### config.mk
export PLATFORM = sky130hd
export DESIGN_NAME = fcg_top
export DESIGN_NICKNAME = d
export VERILOG_FILES = /design/src/rtl/fcg_pkg.sv /design/src/rtl/fcg_top.sv
export SDC_FILE = /design/constraint.sdc
export NUM_CORES = 1
export LEC_CHECK = 0
export ABC_AREA = 1
export ABC_CLOCK_PERIOD_IN_PS = 2700
export BUFFER_PORTS_ARGS = -buffer_cell sky130_fd_sc_hd__buf_2
export CORE_UTILIZATION = 29
export DETAILED_ROUTE_END_ITERATION = 16
export SYNTH_ARGS = -nofsm -noshare
export SYNTH_HDL_FRONTEND = slang
export SYNTH_SLANG_ARGS = --single-unit
### constraint.sdc
create_clock -name MCLK -period 2.7 [get_ports MCLK]
set_input_delay 0.405 -clock MCLK [delete_from_list [all_inputs] [get_ports MCLK]]
set_output_delay 0.405 -clock MCLK [all_outputs]
set_load 0.01 [all_outputs]
### src/rtl/fcg_pkg.sv
// Constants, register indices and carrier types for the frame checker
// and frame generator. Assumes one 125 MHz clock and word-wide
// Avalon-MM register access where byte address = 4 x register index.
package fcg_pkg;
  // Register indices.
  localparam logic [15:0] IDX_RX_ERR   = 16'h8008;
  localparam logic [15:0] IDX_OSZ      = 16'h800e;
  localparam logic [15:0] IDX_USZ      = 16'h800f;
  localparam logic [15:0] IDX_ODD      = 16'h8010;
  localparam logic [15:0] IDX_PRE      = 16'h8011;
  localparam logic [15:0] IDX_FCR      = 16'h8013;
  localparam logic [15:0] IDX_GEN_EN   = 16'h8020;
  localparam logic [15:0] IDX_GEN_CTL  = 16'h8021;
  localparam logic [15:0] IDX_GEN_CONT = 16'h8022;
  localparam logic [15:0] IDX_NFRM_H   = 16'h8027;
  localparam logic [15:0] IDX_NFRM_L   = 16'h8028;
  localparam logic [15:0] IDX_DONE     = 16'h8029;
  localparam logic [15:0] IDX_DIAG     = 16'h8030;
  localparam int          ADDR_W       = 18;
  // Field positions and reset values.
  localparam int          CTL_RESTART  = 3;
  localparam logic [2:0]  PAT_STOP     = 3'h0;
  localparam logic [2:0]  PAT_RAND     = 3'h1;
  localparam logic [2:0]  PAT_ZERO     = 3'h2;
  localparam logic [2:0]  PAT_ONES     = 3'h3;
  localparam logic [2:0]  PAT_55       = 3'h4;
  localparam logic [2:0]  PAT_DEC      = 3'h5;
  localparam logic [2:0]  CTL_RESET    = PAT_RAND;
  localparam logic [15:0] NFRM_H_RESET = 16'h0000;
  localparam logic [15:0] NFRM_L_RESET = 16'h0100;
  // Checker limits and generator shape.
  localparam logic [15:0] MAX_FRAME    = 16'd1522;
  localparam logic [15:0] MIN_FRAME    = 16'd64;
  localparam logic [15:0] GEN_LEN      = 16'h006b;
  localparam logic [15:0] GAP_LEN      = 16'h000c;
  localparam logic [7:0]  LFSR_SEED    = 8'h01;
  localparam logic [7:0]  BYTE_55      = 8'h55;
  localparam logic [7:0]  DEC_START    = 8'hff;
  localparam int          NUM_CNT      = 5;
  localparam int          FIFO_W       = 9;
  localparam int          FIFO_D       = 16;
  // Receive events, all one-cycle strobes from the receive datapath.
  typedef struct packed {
    logic        frame_end;
    logic [15:0] bytes;
    logic        odd_nibble;
    logic        odd_preamble;
    logic        bad_ssd;
    logic        rx_error;
  } rx_event_t;
  // One transmit byte with its end-of-frame mark.
  typedef struct packed {
    logic       last;
    logic [7:0] data;
  } tx_byte_t;
  typedef enum logic [1:0] {
    GEN_IDLE  = 2'b00,
    GEN_FRAME = 2'b01,
    GEN_GAP   = 2'b11
  } gen_state_t;
endpackage : fcg_pkg

### src/rtl/fcg_top.sv
// Frame checker counters, frame generator, transmit source select and
// the transmit FIFO, with Avalon-MM register access.
// Assumes receive events and MAC bytes come from logic on MCLK.
`timescale 1ns/1ps
module fcg_fifo #(
  parameter int W = 9,
  parameter int D = 16
) (
  // Clock and reset.
  input  wire logic         clk,
  input  wire logic         rst_b,
  // Fill side.
  input  wire logic [W-1:0] in_data,
  input  wire logic         in_valid,
  output logic              in_ready,
  // Drain side.
  output logic [W-1:0]      out_data,
  output logic              out_valid,
  input  wire logic         out_ready
);
  localparam int AW = $clog2(D);
  logic [W-1:0] mem_q [D];
  logic [AW-1:0] wr_q;
  logic [AW-1:0] rd_q;
  logic [AW:0]   cnt_q;
  wire           push = in_valid & in_ready;
  wire           pop  = out_valid & out_ready;

  // Flags come from the fill count, so full and empty never lie.
  assign in_ready  = (cnt_q != D[AW:0]);
  assign out_valid = (cnt_q != '0);
  assign out_data  = mem_q[rd_q];

  // Pointers wrap naturally because the depth is a power of two.
  always_ff @(posedge clk or negedge rst_b) begin
    if (!rst_b) begin
      wr_q  <= '0;
      rd_q  <= '0;
      cnt_q <= '0;
    end else begin
      wr_q  <= wr_q + AW'(push);
      rd_q  <= rd_q + AW'(pop);
      cnt_q <= cnt_q + (AW+1)'(push) - (AW+1)'(pop);
    end
  end

  // One entry per generate step; storage needs no reset.
  for (genvar i = 0; i < D; i++) begin : g_ent
    always_ff @(posedge clk) begin
      if (push && wr_q == AW'(i)) begin
        mem_q[i] <= in_data;
      end
    end
  end
endmodule : fcg_fifo

module fcg_top (
  // Clock and reset.
  input  wire logic                     MCLK,
  input  wire logic                     RST_B,
  // Avalon-MM register slave.
  input  wire logic [fcg_pkg::ADDR_W-1:0] AVS_ADDRESS,
  input  wire logic                     AVS_READ,
  input  wire logic                     AVS_WRITE,
  input  wire logic [31:0]              AVS_WRITEDATA,
  input  wire logic [3:0]               AVS_BYTEENABLE,
  output logic [31:0]                   AVS_READDATA,
  output logic                          AVS_WAITREQUEST,
  // Receive events.
  input  wire fcg_pkg::rx_event_t       RX_EVENT,
  // MAC transmit bytes.
  input  wire fcg_pkg::tx_byte_t        MAC_TX,
  input  wire logic                     MAC_TX_VALID,
  output logic                          MAC_TX_READY,
  // PHY transmit bytes.
  output fcg_pkg::tx_byte_t             PHY_TX,
  output logic                          PHY_TX_VALID,
  input  wire logic                     PHY_TX_READY
);
  localparam int N = fcg_pkg::NUM_CNT;

  // Bus state and software registers.
  logic        wait_q;
  logic [31:0] rdata_q;
  logic        gen_en_q;
  logic [2:0]  pattern_q;
  logic        restart_q;
  logic        cont_q;
  logic [15:0] nfrm_h_q;
  logic [15:0] nfrm_l_q;
  logic        done_q;
  logic        diag_q;
  logic [15:0] tally_q;
  logic [15:0] live_q [N];
  logic [15:0] copy_q [N];
  // Generator state.
  fcg_pkg::gen_state_t state_q;
  fcg_pkg::gen_state_t state_d;
  logic [15:0] idx_q;
  logic [15:0] gap_q;
  logic [31:0] remain_q;
  logic [7:0]  lfsr_q;
  logic        run_q;
  logic        sel_q;

  // Merge a write into a 16-bit register by byte lane.
  function automatic logic [15:0] merge(input logic [15:0] cur,
                                        input logic [31:0] wd,
                                        input logic [3:0]  be);
    merge = {be[1] ? wd[15:8] : cur[15:8], be[0] ? wd[7:0] : cur[7:0]};
  endfunction : merge

  // Decode: a read acts at the first edge, a write at the completing one.
  wire [15:0] idx     = AVS_ADDRESS[fcg_pkg::ADDR_W-1:2];
  wire        rd_fire = AVS_READ & wait_q;
  wire        wr_fire = AVS_WRITE & ~wait_q;
  wire        lo_wr   = wr_fire & AVS_BYTEENABLE[0];
  wire        hit_err = (idx == fcg_pkg::IDX_RX_ERR);
  wire        hit_en  = (idx == fcg_pkg::IDX_GEN_EN);
  wire        hit_ctl = (idx == fcg_pkg::IDX_GEN_CTL);
  wire        hit_cnt = (idx == fcg_pkg::IDX_GEN_CONT);
  wire        hit_nh  = (idx == fcg_pkg::IDX_NFRM_H);
  wire        hit_nl  = (idx == fcg_pkg::IDX_NFRM_L);
  wire        hit_dn  = (idx == fcg_pkg::IDX_DONE);
  wire        hit_dg  = (idx == fcg_pkg::IDX_DIAG);
  wire        latch   = rd_fire & hit_err;

  // Read multiplexer; unmapped addresses and reserved bits read zero.
  logic [15:0] rd_mux;
  always_comb begin
    rd_mux = 16'h0000;
    if (hit_err) begin
      rd_mux = tally_q;
    end else if (idx == fcg_pkg::IDX_OSZ) begin
      rd_mux = copy_q[0];
    end else if (idx == fcg_pkg::IDX_USZ) begin
      rd_mux = copy_q[1];
    end else if (idx == fcg_pkg::IDX_ODD) begin
      rd_mux = copy_q[2];
    end else if (idx == fcg_pkg::IDX_PRE) begin
      rd_mux = copy_q[3];
    end else if (idx == fcg_pkg::IDX_FCR) begin
      rd_mux = copy_q[4];
    end else if (hit_en) begin
      rd_mux = {15'h0000, gen_en_q};
    end else if (hit_ctl) begin
      rd_mux = {13'h0000, pattern_q};
    end else if (hit_cnt) begin
      rd_mux = {15'h0000, cont_q};
    end else if (hit_nh) begin
      rd_mux = nfrm_h_q;
    end else if (hit_nl) begin
      rd_mux = nfrm_l_q;
    end else if (hit_dn) begin
      rd_mux = {15'h0000, done_q};
    end else if (hit_dg) begin
      rd_mux = {15'h0000, diag_q};
    end
  end

  // Waitrequest drops for exactly one cycle after a request appears.
  always_ff @(posedge MCLK or negedge RST_B) begin
    if (!RST_B) begin
      wait_q  <= 1'b1;
      rdata_q <= 32'h0000_0000;
    end else begin
      wait_q <= ~((AVS_READ | AVS_WRITE) & wait_q);
      if (rd_fire) begin
        rdata_q <= {16'h0000, rd_mux};
      end
    end
  end

  // Software control registers; only defined bits are stored.
  always_ff @(posedge MCLK or negedge RST_B) begin
    if (!RST_B) begin
      gen_en_q  <= 1'b0;
      pattern_q <= fcg_pkg::CTL_RESET;
      restart_q <= 1'b0;
      cont_q    <= 1'b0;
      nfrm_h_q  <= fcg_pkg::NFRM_H_RESET;
      nfrm_l_q  <= fcg_pkg::NFRM_L_RESET;
      diag_q    <= 1'b0;
    end else begin
      // The restart bit lives one cycle, so it always reads back zero.
      restart_q <= lo_wr & hit_ctl &
                   AVS_WRITEDATA[fcg_pkg::CTL_RESTART];
      if (lo_wr && hit_en) begin
        gen_en_q <= AVS_WRITEDATA[0];
      end
      if (lo_wr && hit_ctl) begin
        pattern_q <= AVS_WRITEDATA[2:0];
      end
      if (lo_wr && hit_cnt) begin
        cont_q <= AVS_WRITEDATA[0];
      end
      if (lo_wr && hit_dg) begin
        diag_q <= AVS_WRITEDATA[0];
      end
      if (wr_fire && hit_nh) begin
        nfrm_h_q <= merge(nfrm_h_q, AVS_WRITEDATA, AVS_BYTEENABLE);
      end
      if (wr_fire && hit_nl) begin
        nfrm_l_q <= merge(nfrm_l_q, AVS_WRITEDATA, AVS_BYTEENABLE);
      end
    end
  end

  // Checker events. Lengths are judged only at the end of a frame.
  wire         fe = RX_EVENT.frame_end;
  wire [N-1:0] inc = {
    RX_EVENT.bad_ssd,
    fe & RX_EVENT.odd_preamble,
    fe & RX_EVENT.odd_nibble,
    fe & (RX_EVENT.bytes < fcg_pkg::MIN_FRAME),
    fe & (RX_EVENT.bytes > fcg_pkg::MAX_FRAME)
  };
  wire         err_ev = RX_EVENT.rx_error | (fe & (|inc[3:0]));

  // Live counters run freely; copies move only on a tally read.
  for (genvar c = 0; c < N; c++) begin : g_cnt
    always_ff @(posedge MCLK or negedge RST_B) begin
      if (!RST_B) begin
        live_q[c] <= 16'h0000;
        copy_q[c] <= 16'h0000;
      end else begin
        live_q[c] <= live_q[c] + 16'(inc[c]);
        if (latch) begin
          copy_q[c] <= live_q[c];
        end
      end
    end
  end

  // The tally clears on read, but an error in that cycle still counts.
  always_ff @(posedge MCLK or negedge RST_B) begin
    if (!RST_B) begin
      tally_q <= 16'h0000;
    end else if (latch) begin
      tally_q <= 16'(err_ev);
    end else begin
      tally_q <= tally_q + 16'(err_ev);
    end
  end

  // Generator triggers. Without the diagnostic clock nothing runs.
  wire        run      = gen_en_q & diag_q;
  wire        start    = run & ((~run_q) | restart_q);
  wire [31:0] load     = {nfrm_h_q, nfrm_l_q};
  wire        pat_ok   = (pattern_q != fcg_pkg::PAT_STOP) &
                         (pattern_q <= fcg_pkg::PAT_DEC);
  wire        fifo_rdy;
  wire        gen_push = (state_q == fcg_pkg::GEN_FRAME);
  wire        accept   = gen_push & fifo_rdy;
  wire        last     = (idx_q == fcg_pkg::GEN_LEN - 16'd1);
  wire        fr_done  = accept & last;
  wire        zero_go  = start & ~cont_q & (load == 32'h0000_0000);
  wire        burst_end = fr_done & ~cont_q &
                          (remain_q == 32'h0000_0001);
  wire        gap_end  = (gap_q == fcg_pkg::GAP_LEN - 16'd1);

  // Data field pattern for the current byte.
  logic [7:0] gen_byte;
  always_comb begin
    gen_byte = 8'h00;
    case (pattern_q)
      fcg_pkg::PAT_RAND: gen_byte = lfsr_q;
      fcg_pkg::PAT_ONES: gen_byte = 8'hff;
      fcg_pkg::PAT_55:   gen_byte = fcg_pkg::BYTE_55;
      fcg_pkg::PAT_DEC:  gen_byte = fcg_pkg::DEC_START - idx_q[7:0];
      default:           gen_byte = 8'h00;
    endcase
  end

  // Generator sequence: frame, then idle after a burst's last frame, else gap then either another frame or idle.
  always_comb begin
    state_d = state_q;
    case (state_q)
      fcg_pkg::GEN_IDLE: begin
        if (start && pat_ok && !zero_go) begin
          state_d = fcg_pkg::GEN_FRAME;
        end
      end
      fcg_pkg::GEN_FRAME: begin
        // A frame once begun always runs to its end.
        if (burst_end && !start) begin
          state_d = fcg_pkg::GEN_IDLE;
        end else if (fr_done) begin
          state_d = fcg_pkg::GEN_GAP;
        end
      end
      fcg_pkg::GEN_GAP: begin
        if (gap_end) begin
          if (run && pat_ok) begin
            state_d = fcg_pkg::GEN_FRAME;
          end else begin
            state_d = fcg_pkg::GEN_IDLE;
          end
        end
      end
      default: state_d = fcg_pkg::GEN_IDLE;
    endcase
  end

  // Generator registers.
  always_ff @(posedge MCLK or negedge RST_B) begin
    if (!RST_B) begin
      state_q  <= fcg_pkg::GEN_IDLE;
      idx_q    <= 16'h0000;
      gap_q    <= 16'h0000;
      remain_q <= 32'h0000_0000;
      lfsr_q   <= fcg_pkg::LFSR_SEED;
      run_q    <= 1'b0;
    end else begin
      state_q <= state_d;
      run_q   <= run;
      if (accept) begin
        idx_q  <= last ? 16'h0000 : idx_q + 16'd1;
        lfsr_q <= {lfsr_q[6:0],
                   lfsr_q[7] ^ lfsr_q[5] ^ lfsr_q[4] ^ lfsr_q[3]};
      end
      gap_q <= (state_q == fcg_pkg::GEN_GAP) ? gap_q + 16'd1 : 16'h0000;
      if (start) begin
        remain_q <= load;
      end else if (fr_done && !cont_q) begin
        remain_q <= remain_q - 32'd1;
      end
    end
  end

  // Done latches high until read; a completion on the read edge wins.
  always_ff @(posedge MCLK or negedge RST_B) begin
    if (!RST_B) begin
      done_q <= 1'b0;
    end else if ((burst_end && !start) || zero_go) begin
      done_q <= 1'b1;
    end else if (rd_fire && hit_dn) begin
      done_q <= 1'b0;
    end
  end

  // Source select holds on the generator while it runs and until it is back in idle.
  always_ff @(posedge MCLK or negedge RST_B) begin
    if (!RST_B) begin
      sel_q <= 1'b0;
    end else begin
      sel_q <= run | (state_d != fcg_pkg::GEN_IDLE);
    end
  end

  // Transmit source multiplexer into the FIFO.
  fcg_pkg::tx_byte_t gen_tx;
  fcg_pkg::tx_byte_t fifo_in;
  fcg_pkg::tx_byte_t fifo_out;
  assign gen_tx.last  = last;
  assign gen_tx.data  = gen_byte;
  assign fifo_in      = sel_q ? gen_tx : MAC_TX;
  wire   fifo_vld     = sel_q ? gen_push : MAC_TX_VALID;
  assign MAC_TX_READY = ~sel_q & fifo_rdy;

  // The PHY stalls the FIFO, and a full FIFO stalls both sources.
  fcg_fifo #(
    .W (fcg_pkg::FIFO_W),
    .D (fcg_pkg::FIFO_D)
  ) u_fifo (
    .clk       (MCLK),
    .rst_b     (RST_B),
    .in_data   (fifo_in),
    .in_valid  (fifo_vld),
    .in_ready  (fifo_rdy),
    .out_data  (fifo_out),
    .out_valid (PHY_TX_VALID),
    .out_ready (PHY_TX_READY)
  );
  assign PHY_TX          = fifo_out;
  assign AVS_READDATA    = rdata_q;
  assign AVS_WAITREQUEST = wait_q;
endmodule : fcg_top

==> metrics.txt, run 1 <==
status complete, but fails checks; violated checks DRC; Post-Syn Instances 2283; CTS buffer count 50; main area contributors after synthesis dfrtp_1 (37%), edfxtp_1 (20%), nand2_1 (8.2%); simple-gate share of the synthesized area 19.45%; max cap viols 0; adder-cell share of the synthesized area 1.661%; global-route wire length before repair 85.64 mm; top-count cell post-synth nand2_1; fin crit share 95.26%; min Tclk post-route 2572 ps; sequential fraction of the synthesis area 57.51%; P_leak 11.43 nW; crit path kind reg -> out; cell taking the most area after synthesis dfrtp_1; Final HPWL DP 37.59 mm; CP Launch Type flop; Ys Warns 0; Pins Over Slew Limit 0; CTS tree yes; pwr/cell area 746.0 nW/um^2; deepest clock path buffer count 3; Peak VDD IR 0.5101 mV; Remaining DRCs 6; vias in the first global route 15660; chip width 274.5 um; Overflow after GRT 0; crit path DAT 2170 ps; mux contribution to synthesized area 0%; Post-Synth XOR/XNOR Area 3.944%; Finished Core Util 34.69%; die height 274.5 um; HP Class in -> reg; Tightest Pin Transition 949.9 ps; largest family of logic cells by synthesized area simple AND/OR/NAND/NOR gates; Root Driver clkbuf_16; RSZ-0062 raised after global routing yes; predominant post-synthesis flop cell dfrtp_1; number of flops mapped to enable cells by yosys 144; post-synthesis compound-gate area fraction 10.72%; Async SR Flop Fraction 69.10%; max frequency 388.8 MHz; share of post-route cells with drive strength above 1 13.46%; Final ANT Viol Nets 0; initial antenna violation count 2; WL/cell 15.41 um; Synth Area per Inst 9.435 um^2; synthesized area 21540 um^2; routed vias/inst 4.645; Netlist cell types 54; IO Pins 134; Total Nets Final 2567; final RePlAce weighted congestion 0.8929; Critical Path RT 2300 ps; Core Area 73210 um^2; number of buffers added on ports 97; CP Capture Type output pin; Final Hold Viols 0; num rows 99; Final Setup Violations 0; synthesized flop and latch total 466; largest net degree at the start of global routing 79; full die area 75370 um^2; area grow syn2layout 17.89%; synth cell count leaders nand2_1 (473), dfrtp_1 (318), inv_1 (259); CTS clk-pin slew, worst paths 60 ps; routed vias 16010; Initial DRC Count 1287; first drt pass iteration count 11; crit path max fanout 17; detailed-route wire length 53.12 mm; Fill cells 7398; Total Power 18.94 mW; total track usage 14.27%; clk_skew 24.79 ps; Diodes inserted 0; initial core utilization 29.42%; # clock sinks 466; clock insertion delay at the later pin of the skew report 590 ps; Yosys top cell area share 36.94%; H-tree Lvls 2; Rel. slew slack 36.44%
## layout by cell type, fill, tap and decap left out, types with 6 or more instances in the layout
cell       instances
clkbuf_8           9
clkbuf_1          18
dfrtp_1          316
o21ai_0          221
nand4_1           46
o211ai_1          16
clkbuf_16         50
o2111ai_1          6
inv_2             10
inv_1            259
nor3_2            17
or2_2              6
xnor2_1           12
nor3_1            32
nor4_1            18
nor3b_1            6
nand2_1          473
edfxtp_1         144
o221ai_1          46
nand3_1           82
ha_1              27
nor2_2            14
conb_1            16
buf_4             69
buf_12            11
xor2_1            85
buf_2             96
a21oi_1           59
nor2_1           205
o22ai_1           30
## kinds of logic after synthesis
family / count (synthesis)
other cells: 1
compound gates: 398
flops: 466
simple gates: 934
fa+ha+maj: 28
xor+xnor: 97
buf+inv: 359
## per-stage QoR
step           cells  cell area (um^2)  setup TNS (ps)  worst slack (ps)  hold slack (ps)
6_report        3447             25390               0             128.0            68.24
5_1_grt         3447             25390           -2815            -132.3            80.74
4_1_cts         3442             25300               0             10.76            40.90
3_5_place_dp    3348             23610           -2097            -269.8            449.9
3_3_place_gp    3348             23610           -1377            -259.3            452.9
2_1_floorplan   2298             21600               0             242.7            109.4
## cell type report
type                       instances  area (um^2)  area share, %
tap                              959         1200          4.725
sequential                       466        12390          48.79
multi-input combinational       1473         7805          30.74
timing repair buffer             185         1318          5.188
clock inverter                    14        210.2         0.8278
inverter                         273         1028          4.050
clock buffer                      77         1443          5.681
## layer usage
metal / share of wire (%) / wire [um] / vias to the layer above / GRT usage (%)
met5: 0.043 / 23 / - / 0
met4: 2.4 / 1289 / 4 / 4.444
met2: 44 / 23520 / 392 / 22.30
met3: 4.8 / 2569 / 96 / 2.357
li1: - / - / 7939 / -
met1: 48 / 25720 / 7580 / 20.14
## worst paths after layout
check / depth (start not counted) / from / to / slack, ps
min in group asynchronous: 2 / RST_B / live_q[76] / 390
worst min register to register: 2 / copy_q[0] / copy_q[0] / 470
max in group asynchronous: 3 / RST_B / remain_q[6] / 1520
worst max register to register: 9 / u_fifo.cnt_q[2] / u_fifo.mem_q[10][8] / 150
worst max-delay path: 7 / u_fifo.rd_q[1] / PHY_TX[8] / 130
worst min-delay path: 2 / RX_EVENT[1] / live_q[0] / 70
## worst max-delay path, stage by stage (launching register included)
cell and delay, ps:
dfrtp_2 460, inv_1 120, buf_4 240, o21ai_0 120, o22ai_1 150, o21ai_0 110, o22ai_1 220, buf_2 170
## flip-flops by register name (all words and copies together), names as in the netlist, 32 cells and up
register	cells
u_fifo.mem_q	144
copy_q	80
live_q	80
remain_q	32
## where the power goes
part / total [mW] / internal, mW / switching (mW) / leakage, nW
registers: 8.34 / 7.95 / 0.394 / 5.42
clock network: 6.97 / 4.14 / 2.82 / 0.803
logic: 3.63 / 1.28 / 2.35 / 5.21
## timing repair
action | CTS | global route
hold buffers | 3 | 0
setup buffers | 0 | 5
endpoints found under the setup margin | 16 | 113
hold endpoints to repair | 67 | 0
pin swaps | 0 | 1
gates resized for setup | 3 | 17
No activity file was read; power rests on OpenSTA's default activity.
==> inputs of run 2 (changes only) <==
--- a/config.mk
+++ b/config.mk
@@ -8,8 +8,10 @@
 export ABC_AREA = 1
 export ABC_CLOCK_PERIOD_IN_PS = 2700
 export BUFFER_PORTS_ARGS = -buffer_cell sky130_fd_sc_hd__buf_2
-export CORE_UTILIZATION = 29
+export CORE_UTILIZATION = 61
+export CTS_CLUSTER_DIAMETER = 200
 export DETAILED_ROUTE_END_ITERATION = 16
+export PLACE_DENSITY = 0.8
 export SYNTH_ARGS = -nofsm -noshare
 export SYNTH_HDL_FRONTEND = slang
 export SYNTH_SLANG_ARGS = --single-unit
==> metrics.txt, run 2 (synthesized netlist as in run 1, its figures left out) <==
post-place instance area 22850 um^2 (-3.2%); num rows 68 (-31%); vias in the first global route 16600 (+6.0%); crit path max fanout 30 (+13); detailed-route wire length 52.33 mm (-1.5%); routed vias/inst 5.794 (+25%); WL/cell 17.89 um (+16%); deepest clock path buffer count 3 (unchanged); Largest Register u_fifo.mem_q; max frequency 383.6 MHz (-1.3%); hold_ws 18.07 ps (-50.17 ps); initial antenna violation count 3 (+1); placed cell count 2831 (-15%); Critical Path RT 2300 ps (about the same); Initial DRC Count 1742 (+35%); H-tree Lvls 2 (unchanged); commonest non-fill, non-tap cells in the layout nand2_1 (473), dfrtp_1 (317), inv_1 (258); status finished clean; crit path kind reg -> out; RSZ-0062 raised after global routing yes; P_leak 11.35 nW (-0.76%); first drt pass iteration count 6 (-5); routed vias 16950 (+5.9%); top flop regs u_fifo.mem_q: 144 flops, copy_q: 80 flops, live_q: 80 flops; total track usage 29.70% (+15 points); final non-filler cell total 2925 (-15%); Overflow after GRT 0 (unchanged); die height 189.9 um (-31%); pwr/cell area 765.8 nW/um^2 (+2.7%); max cap viols 0 (unchanged); global-route wire length before repair 84.35 mm (-1.5%); clk_skew 19.06 ps (-5.729 ps); post-route cell area 24560 um^2 (-3.3%); share of post-route cells with drive strength above 1 13.13% (-0.34 points); Largest register FFs 144 (unchanged); CTS clk-pin slew, worst paths 60 ps (about the same); full die area 36070 um^2 (-52%); CTS buffer count 48 (-4.0%); setup bufs post-CTS 0 (unchanged); largest net degree at the start of global routing 80 (+1.3%); most common cell after layout, fill and taps aside nand2_1; CP Capture Type output pin; IO Pins 134 (unchanged); area grow syn2layout 14.03%; fin crit share 96.55% (+1.3 points); CP Launch Type flop; Rel. slew slack 42.06% (+5.6 points); clock insertion delay at the later pin of the skew report 570 ps (-20 ps); Peak VDD IR 0.8880 mV (+74%); Core Area 34630 um^2 (-53%); CTS tree yes; # clock sinks 466 (unchanged); Pins Over Slew Limit 0 (unchanged); Final HPWL DP 35.93 mm (-4.4%); number of buffers added on ports 97 (unchanged); min Tclk post-route 2607 ps (+34.80 ps); Root Driver clkbuf_16; crit path DAT 2200 ps (+30 ps); initial core utilization 62.20% (+33 points); Final ANT Viol Nets 0 (unchanged); Tightest Pin Transition 866.0 ps (-83.99 ps); Total Power 18.81 mW (-0.71%); Final Setup Violations 0 (unchanged); HP Class in -> reg; Total Nets Final 2546 (-0.82%); chip width 189.9 um (-31%); Final Hold Viols 0 (unchanged); Remaining DRCs 0 (-6); final RePlAce weighted congestion 0.9793 (+9.7%)
run 2: changes by cell type in the layout (fill, tap and decap cells not counted), sizes merged:
cell / before / now
diode: 0 / 2
bufinv: 5 / 4
inv: 270 / 272
clkbuf: 78 / 69
bufbuf: 0 / 1
dlygate4sd3: 3 / 1
clkinv: 11 / 16
buf: 181 / 164
clkinvlp: 1 / 2
run 2: report_power, final:
group          total [mW]  internal [mW]  switching, mW
sequential           8.34           7.95          0.396
clock                6.75           3.97           2.79
combinational        3.71           1.29           2.43
run 2: metal layers:
| metal | track usage [%] | up-vias | routed length [um] |
|---|---|---|---|
| li1 | - | 7920 | - |
| met1 | 39.60 | 8169 | 21030 |
| met2 | 49.54 | 730 | 25440 |
| met3 | 4.261 | 127 | 4201 |
| met4 | 11.23 | 2 | 1647 |
| met5 | 0 | - | 12 |
run 2: per-stage QoR:
step	util, %	TNS [ps]	worst slack (ps)
finish	70.93	0	93.19
global route	70.92	-73.55	-8.003
CTS	70.83	0	19.16
detailed placement	65.98	-746.2	-171.8
global placement	65.98	-297.6	-112.0
floorplan	-	0	242.7
run 2: cell type report:
type | count | area, um^2
Multi-Input combinational cell | 1473 | 7799
Fill cell | 2472 | 10070
Inverter | 273 | 1028
Tap cell | 455 | 569.3
Timing Repair Buffer | 166 | 1145
Clock inverter | 21 | 246.5
Sequential cell | 466 | 12390
Antenna cell | 2 | 5.005
Clock buffer | 69 | 1380
run 2: what timing repair did:
action                                  4_1_cts  5_1_grt
endpoints found under the setup margin       28       99
hold buffers                                  1        0
endpoints found under the hold margin        57        0
cloned                                        1        0
pin swaps                                     0        0
gates resized for setup                       4       12
run 2: worst paths after layout:
| check | startpoint | end | slack (ps) | depth (start not counted) |
|---|---|---|---|---|
| max | u_fifo.rd_q[0] | PHY_TX[5] | 90 | 7 |
| min | AVS_WRITE | AVS_WAITREQUEST | 20 | 2 |
| max reg2reg | u_fifo.cnt_q[2] | u_fifo.mem_q[6][2] | 230 | 9 |
| min reg2reg | live_q[5] | live_q[5] | 470 | 1 |
| max in group asynchronous | RST_B | copy_q[77] | 1440 | 3 |
| min in group asynchronous | RST_B | live_q[21] | 370 | 2 |
run 2: critical path, cell delays in order, from the launching register on:
cell and delay [ps]:
dfrtp_2 440, inv_4 180, bufbuf_16 360, o21ai_0 90
o221ai_1 160, o211ai_1 170, nand2_1 100, buf_2 130
